## src/rtl/otfm_pkg.sv

```systemverilog
package otfm_pkg;
    localparam int OTFM_CLK_HZ = 250000000;
    localparam logic [5:0] OTFM_CODE_NONE = 6'h00;
    localparam logic [5:0] OTFM_CODE_RUN = 6'h01;
    localparam logic [5:0] OTFM_CODE_FAULT = 6'h02;
    localparam logic [5:0] OTFM_CODE_FDT1 = 6'h03;
    localparam logic [5:0] OTFM_CODE_FAR = 6'h04;
    localparam logic [5:0] OTFM_CODE_ZERO = 6'h05;
    localparam logic [5:0] OTFM_CODE_MOL = 6'h06;
    localparam logic [5:0] OTFM_CODE_DOL = 6'h07;
    localparam logic [5:0] OTFM_CODE_CNT_SET = 6'h08;
    localparam logic [5:0] OTFM_CODE_CNT_SPEC = 6'h09;
    localparam logic [5:0] OTFM_CODE_LEN = 6'h0A;
    localparam logic [5:0] OTFM_CODE_SEQ = 6'h0B;
    localparam logic [5:0] OTFM_CODE_RTIME = 6'h0C;
    localparam logic [5:0] OTFM_CODE_FLIM = 6'h0D;
    localparam logic [5:0] OTFM_CODE_TLIM = 6'h0E;
    localparam logic [5:0] OTFM_CODE_READY = 6'h0F;
    localparam logic [5:0] OTFM_CODE_AI = 6'h10;
    localparam logic [5:0] OTFM_CODE_UPPER = 6'h11;
    localparam logic [5:0] OTFM_CODE_LOWER = 6'h12;
    localparam logic [5:0] OTFM_OC_MAX = 6'h26;
    localparam logic [5:0] OTFM_RELAY_MAX = 6'h24;
    localparam logic [5:0] OTFM_OC_RST = 6'h00;
    localparam logic [5:0] OTFM_RELAY_RST = 6'h02;
    localparam logic [5:0] OTFM_PULSE_FN_RST = 6'h00;
    localparam logic OTFM_MODE_PULSE = 1'b0;
    localparam logic OTFM_MODE_RST = 1'b0;
    // Frequencies in units of 10 Hz (0.01 kHz)
    localparam logic [15:0] OTFM_FREQ_MIN = 16'h0001;
    localparam logic [15:0] OTFM_FREQ_MAX = 16'h2710;
    localparam logic [15:0] OTFM_FREQ_RST = 16'h0BB8;
    localparam int OTFM_PULSE_MS = 250;
    localparam int OTFM_PULSE_CYC = OTFM_PULSE_MS * (OTFM_CLK_HZ / 1000);
    // Wishbone map, byte addresses
    localparam logic [3:0] OTFM_REG_MODE = 4'h0;
    localparam logic [3:0] OTFM_REG_OC_SEL = 4'h4;
    localparam logic [3:0] OTFM_REG_RELAY_SEL = 4'h8;
    localparam logic [3:0] OTFM_REG_PULSE_CFG = 4'hC;
    localparam logic [15:0] OTFM_PHASE_STEP = 16'h000A;
    // Accumulator wrap for one toggle: f units of 10 Hz give 20*f toggles per second
    localparam logic [31:0] OTFM_ACC_WRAP = 32'(OTFM_CLK_HZ / 20);
endpackage : otfm_pkg

```

## src/rtl/otfm_mux.sv

```systemverilog
`timescale 1ns/1ps
`default_nettype none
// Notes on behaviour
// - Mux terminal mode: pulse (default) or switch
// - Pulse frequency never above 100 kHz
// - Open-collector selector 0..38, resets to 0
// - Relay selector 0..36, resets to 2
// - Code 0 keeps output inactive
// - Code 1 on while running
// - Code 2 on at stopping fault
// - Codes 3,4 follow level and arrival flags
// - Code 5 running at zero frequency only
// - Code 6 motor overload pre-alarm
// - Code 7 drive overload ten seconds ahead
// - Codes 8,9 count values reached
// - Code 10 actual length exceeds target
// - Code 11 single 250 ms pulse per cycle
// - Code 12 running time exceeds threshold
// - Code 13 set and output frequency limited
// - Code 14 speed mode, torque limit, stall
// - Code 15 supplies stable, no fault, ready
// - Code 16 first analog above second
// - Codes 17,18 upper/lower limit, lower off stopped
// - Pulse span 0.01 kHz to set maximum
module otfm_mux
    import otfm_pkg::*;
#(
    parameter int SEQ_PULSE_CYC = OTFM_PULSE_CYC
) (
    input wire logic clk_i,
    input wire logic rst_i,
    input wire logic [3:0] wb_adr_i,
    input wire logic [31:0] wb_dat_i,
    output logic [31:0] wb_dat_o,
    input wire logic wb_we_i,
    input wire logic [3:0] wb_sel_i,
    input wire logic wb_cyc_i,
    input wire logic wb_stb_i,
    output logic wb_ack_o,
    input wire logic running_i,
    input wire logic fault_stop_i,
    input wire logic freq_level_i,
    input wire logic freq_arrival_i,
    input wire logic out_freq_zero_i,
    input wire logic motor_prealarm_i,
    input wire logic drive_prealarm_i,
    input wire logic set_count_reached_i,
    input wire logic specified_count_reached_i,
    input wire logic length_reached_i,
    input wire logic seq_cycle_done_i,
    input wire logic run_time_reached_i,
    input wire logic set_freq_beyond_limit_i,
    input wire logic out_freq_at_limit_i,
    input wire logic speed_control_i,
    input wire logic torque_at_limit_i,
    input wire logic stall_protect_i,
    input wire logic supplies_stable_i,
    input wire logic run_ready_i,
    input wire logic [15:0] analog_input_first_i,
    input wire logic [15:0] analog_input_second_i,
    input wire logic at_upper_limit_i,
    input wire logic at_lower_limit_i,
    input wire logic [15:0] pulse_freq_req_i,
    output logic oc_output_o,
    output logic relay_contacts_o,
    output logic multiplexed_output_terminal_o
);
    logic mux_terminal_mode_select_r;
    logic [5:0] oc_output_function_select_r;
    logic [5:0] relay_function_select_r;
    logic [5:0] pulse_output_function_select_r;
    logic [15:0] pulse_output_max_freq_r;
    logic ack_r;
    logic [31:0] rdat_r;
    logic seq_done_d_r;
    logic [31:0] seq_cnt_r;
    logic seq_pulse;
    logic pulse_out_r;
    logic oc_r;
    logic relay_r;
    logic mux_r;
    logic [15:0] freq_eff;
    logic wr;

    // Write lands on the edge where the master samples ack, never earlier
    assign wr = wb_cyc_i && wb_stb_i && wb_we_i && ack_r && wb_sel_i[0];

    function automatic logic cond_sel(input logic [5:0] code, input logic [5:0] max);
        logic v;
        v = 1'b0;
        if (code <= max) begin
            unique case (code)
                OTFM_CODE_RUN: v = running_i;
                OTFM_CODE_FAULT: v = fault_stop_i;
                OTFM_CODE_FDT1: v = freq_level_i;
                OTFM_CODE_FAR: v = freq_arrival_i;
                OTFM_CODE_ZERO: v = running_i && out_freq_zero_i;
                OTFM_CODE_MOL: v = motor_prealarm_i;
                OTFM_CODE_DOL: v = drive_prealarm_i;
                OTFM_CODE_CNT_SET: v = set_count_reached_i;
                OTFM_CODE_CNT_SPEC: v = specified_count_reached_i;
                OTFM_CODE_LEN: v = length_reached_i;
                OTFM_CODE_SEQ: v = seq_pulse;
                OTFM_CODE_RTIME: v = run_time_reached_i;
                OTFM_CODE_FLIM: v = set_freq_beyond_limit_i && out_freq_at_limit_i;
                OTFM_CODE_TLIM: v = speed_control_i && torque_at_limit_i && stall_protect_i;
                OTFM_CODE_READY: v = supplies_stable_i && !fault_stop_i && run_ready_i;
                OTFM_CODE_AI: v = analog_input_first_i > analog_input_second_i;
                OTFM_CODE_UPPER: v = at_upper_limit_i;
                OTFM_CODE_LOWER: v = running_i && at_lower_limit_i;
                default: v = 1'b0;
            endcase
        end
        return v;
    endfunction : cond_sel

    always_ff @(posedge clk_i) begin
        if (rst_i) begin
            mux_terminal_mode_select_r <= OTFM_MODE_RST;
            oc_output_function_select_r <= OTFM_OC_RST;
            relay_function_select_r <= OTFM_RELAY_RST;
            pulse_output_function_select_r <= OTFM_PULSE_FN_RST;
            pulse_output_max_freq_r <= OTFM_FREQ_RST;
        end else if (wr) begin
            unique case (wb_adr_i)
                OTFM_REG_MODE: mux_terminal_mode_select_r <= wb_dat_i[0];
                OTFM_REG_OC_SEL: oc_output_function_select_r <= wb_dat_i[5:0];
                OTFM_REG_RELAY_SEL: relay_function_select_r <= wb_dat_i[5:0];
                OTFM_REG_PULSE_CFG: begin
                    pulse_output_function_select_r <= wb_dat_i[21:16];
                    if (wb_dat_i[15:0] > OTFM_FREQ_MAX) begin
                        pulse_output_max_freq_r <= OTFM_FREQ_MAX;
                    end else if (wb_dat_i[15:0] < OTFM_FREQ_MIN) begin
                        pulse_output_max_freq_r <= OTFM_FREQ_MIN;
                    end else begin
                        pulse_output_max_freq_r <= wb_dat_i[15:0];
                    end
                end
                default: ;
            endcase
        end
    end

    always_ff @(posedge clk_i) begin
        if (rst_i) begin
            ack_r <= 1'b0;
            rdat_r <= 32'h0000_0000;
        end else begin
            ack_r <= wb_cyc_i && wb_stb_i && !ack_r;
            unique case (wb_adr_i)
                OTFM_REG_MODE: rdat_r <= {28'h0, relay_r, oc_r, mux_r, mux_terminal_mode_select_r};
                OTFM_REG_OC_SEL: rdat_r <= {26'h0, oc_output_function_select_r};
                OTFM_REG_RELAY_SEL: rdat_r <= {26'h0, relay_function_select_r};
                OTFM_REG_PULSE_CFG: rdat_r <= {10'h0, pulse_output_function_select_r,
                    pulse_output_max_freq_r};
                default: rdat_r <= 32'h0000_0000;
            endcase
        end
    end
    assign wb_ack_o = ack_r;
    assign wb_dat_o = rdat_r;

    // Retriggers on a new cycle end so back-to-back cycles merge into one long pulse
    always_ff @(posedge clk_i) begin
        if (rst_i) begin
            seq_done_d_r <= 1'b0;
            seq_cnt_r <= 32'h0000_0000;
        end else begin
            seq_done_d_r <= seq_cycle_done_i;
            if (seq_cycle_done_i && !seq_done_d_r) begin
                seq_cnt_r <= 32'(SEQ_PULSE_CYC);
            end else if (seq_cnt_r != 32'h0000_0000) begin
                seq_cnt_r <= seq_cnt_r - 32'h0000_0001;
            end
        end
    end
    assign seq_pulse = seq_cnt_r != 32'h0000_0000;

    // Requested frequency clamped to the span; phase accumulator gives 50 percent duty
    always_comb begin
        freq_eff = pulse_freq_req_i;
        if (freq_eff > pulse_output_max_freq_r) begin
            freq_eff = pulse_output_max_freq_r;
        end
        if (freq_eff < OTFM_FREQ_MIN) begin
            freq_eff = OTFM_FREQ_MIN;
        end
    end

    // One toggle per accumulator wrap; the clamp above keeps the rate under the ceiling
    logic [31:0] acc_r;
    always_ff @(posedge clk_i) begin
        if (rst_i) begin
            acc_r <= 32'h0000_0000;
            pulse_out_r <= 1'b0;
        end else if (mux_terminal_mode_select_r != OTFM_MODE_PULSE) begin
            acc_r <= 32'h0000_0000;
            pulse_out_r <= 1'b0;
        end else if (acc_r + {16'h0, freq_eff} >= OTFM_ACC_WRAP) begin
            acc_r <= acc_r + {16'h0, freq_eff} - OTFM_ACC_WRAP;
            pulse_out_r <= !pulse_out_r;
        end else begin
            acc_r <= acc_r + {16'h0, freq_eff};
        end
    end

    always_ff @(posedge clk_i) begin
        if (rst_i) begin
            oc_r <= 1'b0;
            relay_r <= 1'b0;
            mux_r <= 1'b0;
        end else begin
            oc_r <= cond_sel(oc_output_function_select_r, OTFM_OC_MAX);
            relay_r <= cond_sel(relay_function_select_r, OTFM_RELAY_MAX);
            if (mux_terminal_mode_select_r == OTFM_MODE_PULSE) begin
                mux_r <= pulse_out_r;
            end else begin
                mux_r <= cond_sel(pulse_output_function_select_r, OTFM_OC_MAX);
            end
        end
    end
    assign oc_output_o = oc_r;
    assign relay_contacts_o = relay_r;
    assign multiplexed_output_terminal_o = mux_r;
endmodule : otfm_mux
`default_nettype wire

```

## config.mk

```make
export PLATFORM = sky130hd
export DESIGN_NAME = otfm_mux
export DESIGN_NICKNAME = d
export VERILOG_FILES = /design/src/rtl/otfm_pkg.sv /design/src/rtl/otfm_mux.sv
export SDC_FILE = /design/constraint.sdc
export NUM_CORES = 1
export LEC_CHECK = 0
export BUFFER_PORTS_ARGS = -buffer_cell sky130_fd_sc_hd__buf_2
export CORE_ASPECT_RATIO = 2
export CORE_MARGIN = 2
export CORE_UTILIZATION = 56
export DETAILED_ROUTE_END_ITERATION = 12
export PLACE_DENSITY = 0.8
export SLEW_MARGIN = 40
export SYNTH_ARGS = -nofsm -noshare
export SYNTH_HDL_FRONTEND = slang
export SYNTH_SLANG_ARGS = --single-unit
```

## constraint.sdc

```tcl
create_clock -name clk_i -period 7.8 [get_ports clk_i]
set_input_delay 0.39 -clock clk_i [delete_from_list [all_inputs] [get_ports clk_i]]
set_output_delay 0.39 -clock clk_i [all_outputs]
set_load 0.02 [all_outputs]
```

==> reports/results.txt <==
CTS H-tree lvls: 4
Hold Path Depth: 2
DR iter-0 viols: 593
Fin crit period: 6970 ps
Fin util: 65.20%
Antenna Diode Count: 0
Cts hold-fix bufs: 0
P per Cell Area: 275.1 nW/um^2
Final Hold Violating Endpoints: 0
Gr usage total: 27.40%
DPL Wire Length: 16470 microns
Clock buffer depth: 2
Syn_area_per_cell: 8.080 sq um
Synth Register Bits: 127
Arr. time, crit path: 7280 ps
Post-synth cell types: 86
Logic pwr share: 38.8%
Slew Limit Fails: 0
Worst reg2reg path depth: 26
Synthesized area: 8573 sq um
Commonest non-fill, non-tap cell in the layout: dfxtp_1
CP Launch Type: flop
Non-filler instance count after layout: 1367
Internal: 1.690 mW
WHS Endpoint: seq_done_d_r
# resized after CTS: 0
Initial antenna violation count: 0
Post-route DRC violation count: 0
Clock latency on the worst-skew pair: 420 ps
Period utilisation layout: 89.36%
Post-Synthesis Cells: 1061
First-pass GRT wire length: 36930 microns
Die width: 91.49 microns
Seq pwr share: 29.5%
Routed Antenna Nets: 0
Post-synth EDFFs: 0
Tot Pwr: 2.714 mW
Post-CTS setup buffers: 0
Crit. End Element: flop
Max Cap Viol: 0
FF-to-FF setup slack: 830 ps
FMAX: 143.5 MHz
Max IR drop VDD: 0.2546 mV
Critical path peak fanout: 38
Hold_sp: seq_cycle_done_i
Reg-to-reg endpoint: acc_r[13]
Slew @ Worst Pin: 712.9 ps
FP Rows: 64
Status: finished, final reports clean
CTS tree: yes
Post-synth top flop: dfxtp_1
Num CTS Buffers: 17
RSZ-0062 raised after global routing: no
I/O pins: 150
DR pass1 iterations: 5
Slew margin rel.: 52.35%
Largest cells by area after synthesis: dfxtp_1, ha_1, nor2_1, nand2_1, a21oi_1
DIE HEIGHT: 179.0 microns
Initial Util: 56.65%
Post-synthesis sequential area ratio: 29.66%
Yosys top cell by area: dfxtp_1
Post-route cell area: 9867 sq um
Core area: 15130 sq um
Clk pwr share: 31.7%
Vias per Instance: 6.138
Net Sw Frac: 37.75%
Crit Path Category: reg2reg
Clk_skew: 10.43 ps
Largest net degree at the start of global routing: 58
Via count: 8390
Final wirelength: 22760 microns
Final setup fails: 0
Drt wl/cell: 16.65 microns
Leakage: 4.031 nW
Routability cong.: 0.9684
Placed cell count: 1335
Share of layout cells above drive strength 1: 18.73%
Min-delay worst type: in2reg
CTS sink cnt: 127
Nets: 1321
Vias in the first global route: 7778
Yosys top cell area share: 29.66%
TNS Setup: 0 ps
Die ar.: 16370 sq um
Synth async-reset ratio: 0%
Psw: 1.025 mW
Commonest cells after routing, fill and taps aside: dfxtp_1, buf_2, nor2_1
Area delta synth->final: 15.09%
Number of port buffers: 126
CTS Root Cell: clkbuf_16
Dpl cell area: 9228 sq um
Yosys Warn Count: 0
CTS clk-pin slew, worst paths: 60 ps
Remaining Overflow, GRT: 0
Reg2reg start: pulse_output_max_freq_r[13]
Critical Path RT: 8110 ps
## per-layer routing
layer	share of wire, %	global-route usage (%)	vias up	wire length, microns
li1	-	-	4060	-
met4	2.1	8.965	0	487
met3	7.2	5.044	43	1645
met5	0	0	-	0
met2	48	45.68	358	10970
met1	42	35.65	3929	9653
## final cells by class
| type | instances | area [sq um] |
|---|---|---|
| flip-flops and latches | 127 | 2542 |
| well taps | 198 | 247.7 |
| clock inverters | 14 | 203.9 |
| multi-input cells | 833 | 5604 |
| repair buffers | 130 | 663.1 |
| fillers | 1222 | 5268 |
| clock buffers | 18 | 429.2 |
| inverters | 47 | 176.4 |
## worst max path at each step
stage / startpoint / end / slack (ps) / cells past startpoint
6_report: pulse_output_max_freq_r[13] / acc_r[13] / 830 / 26
5_1_grt: pulse_output_max_freq_r[13] / acc_r[11] / 340 / 26
4_1_cts: pulse_output_max_freq_r[14] / acc_r[13] / 950 / 26
3_5_place_dp: pulse_freq_req_i[14] / acc_r[11] / 890 / 26
3_3_place_gp: pulse_freq_req_i[15] / acc_r[11] / 1060 / 26
2_1_floorplan: pulse_freq_req_i[15] / acc_r[18] / 1820 / 25
## worst max-delay path: stages (launching register included)
cell and delay, ps:
dfxtp_1 400, inv_1 90, ha_1 330, nand2_1 60
nor3_1 440, o211ai_1 160, a21oi_1 140, nor3_1 70
a31oi_2 390, buf_4 300, mux2_2 400, nor4_1 360
nand3_1 140, o211ai_1 120, ha_1 240, fa_1 280
a21oi_2 100, o221ai_4 330, a211oi_2 200, nor4_1 290
a2111oi_1 140, or4_4 590, or3_4 410, o211ai_2 140
buf_4 380, a31oi_1 140, a41o_1 220
## cell usage after synthesis (21+ instances only)
library cell	instances
dfxtp_1	127
nor2_1	98
nand2_1	94
a21oi_1	69
ha_1	50
inv_1	47
nor3_1	38
o21ai_0	37
clkbuf_1	36
nand3_1	34
xnor2_1	34
nand4_1	25
xor2_1	23
mux2i_1	21
nor4_1	21
## sequential cells by signal (all words and copies together) (netlist names)
signal	cells
pulse_out_r	1
pulse_output_function_select_r	6
wb_dat_o	22
oc_output_o	1
seq_done_d_r	1
relay_contacts_o	1
acc_r	32
relay_function_select_r	6
wb_ack_o	1
seq_cnt_r	32
multiplexed_output_terminal_o	1
oc_output_function_select_r	6
pulse_output_max_freq_r	16
mux_terminal_mode_select_r	1
## metrics by stage
stage	worst slack [ps]	hold WS (ps)
after floorplan	1823	445.1
after global placement	1059	437.4
after detailed placement	893.8	445.0
after CTS	945.4	209.7
after global routing	339.4	212.8
final	829.8	206.5
## cells by family (layout without fill, tap and decap cells)
group                    count (synthesis)  after routing  synth area share, %
multiplexers                            39             39                4.947
XOR/XNOR                                57             57                5.823
other                                    1             10              0.04374
AO/OA/AOI/OAI                          255            255                21.03
buffers and inverters                  110            209                5.604
AND/OR/NAND/NOR                        421            421                25.36
adder cells (fa/ha/maj)                 51             51                7.531
flip-flops                             127            127                29.66
## power by group through the flow
stage	Combinational [mW]	Sequential [mW]	Clock (mW)
after global routing	1.17	0.811	0.899
after floorplan	0.833	0.794	0
after detailed placement	1.03	0.810	0
after CTS	1.04	0.798	0.865
final	1.05	0.801	0.861
after global placement	0.995	0.808	0
Note: power is estimated with default switching activity, not from simulation.
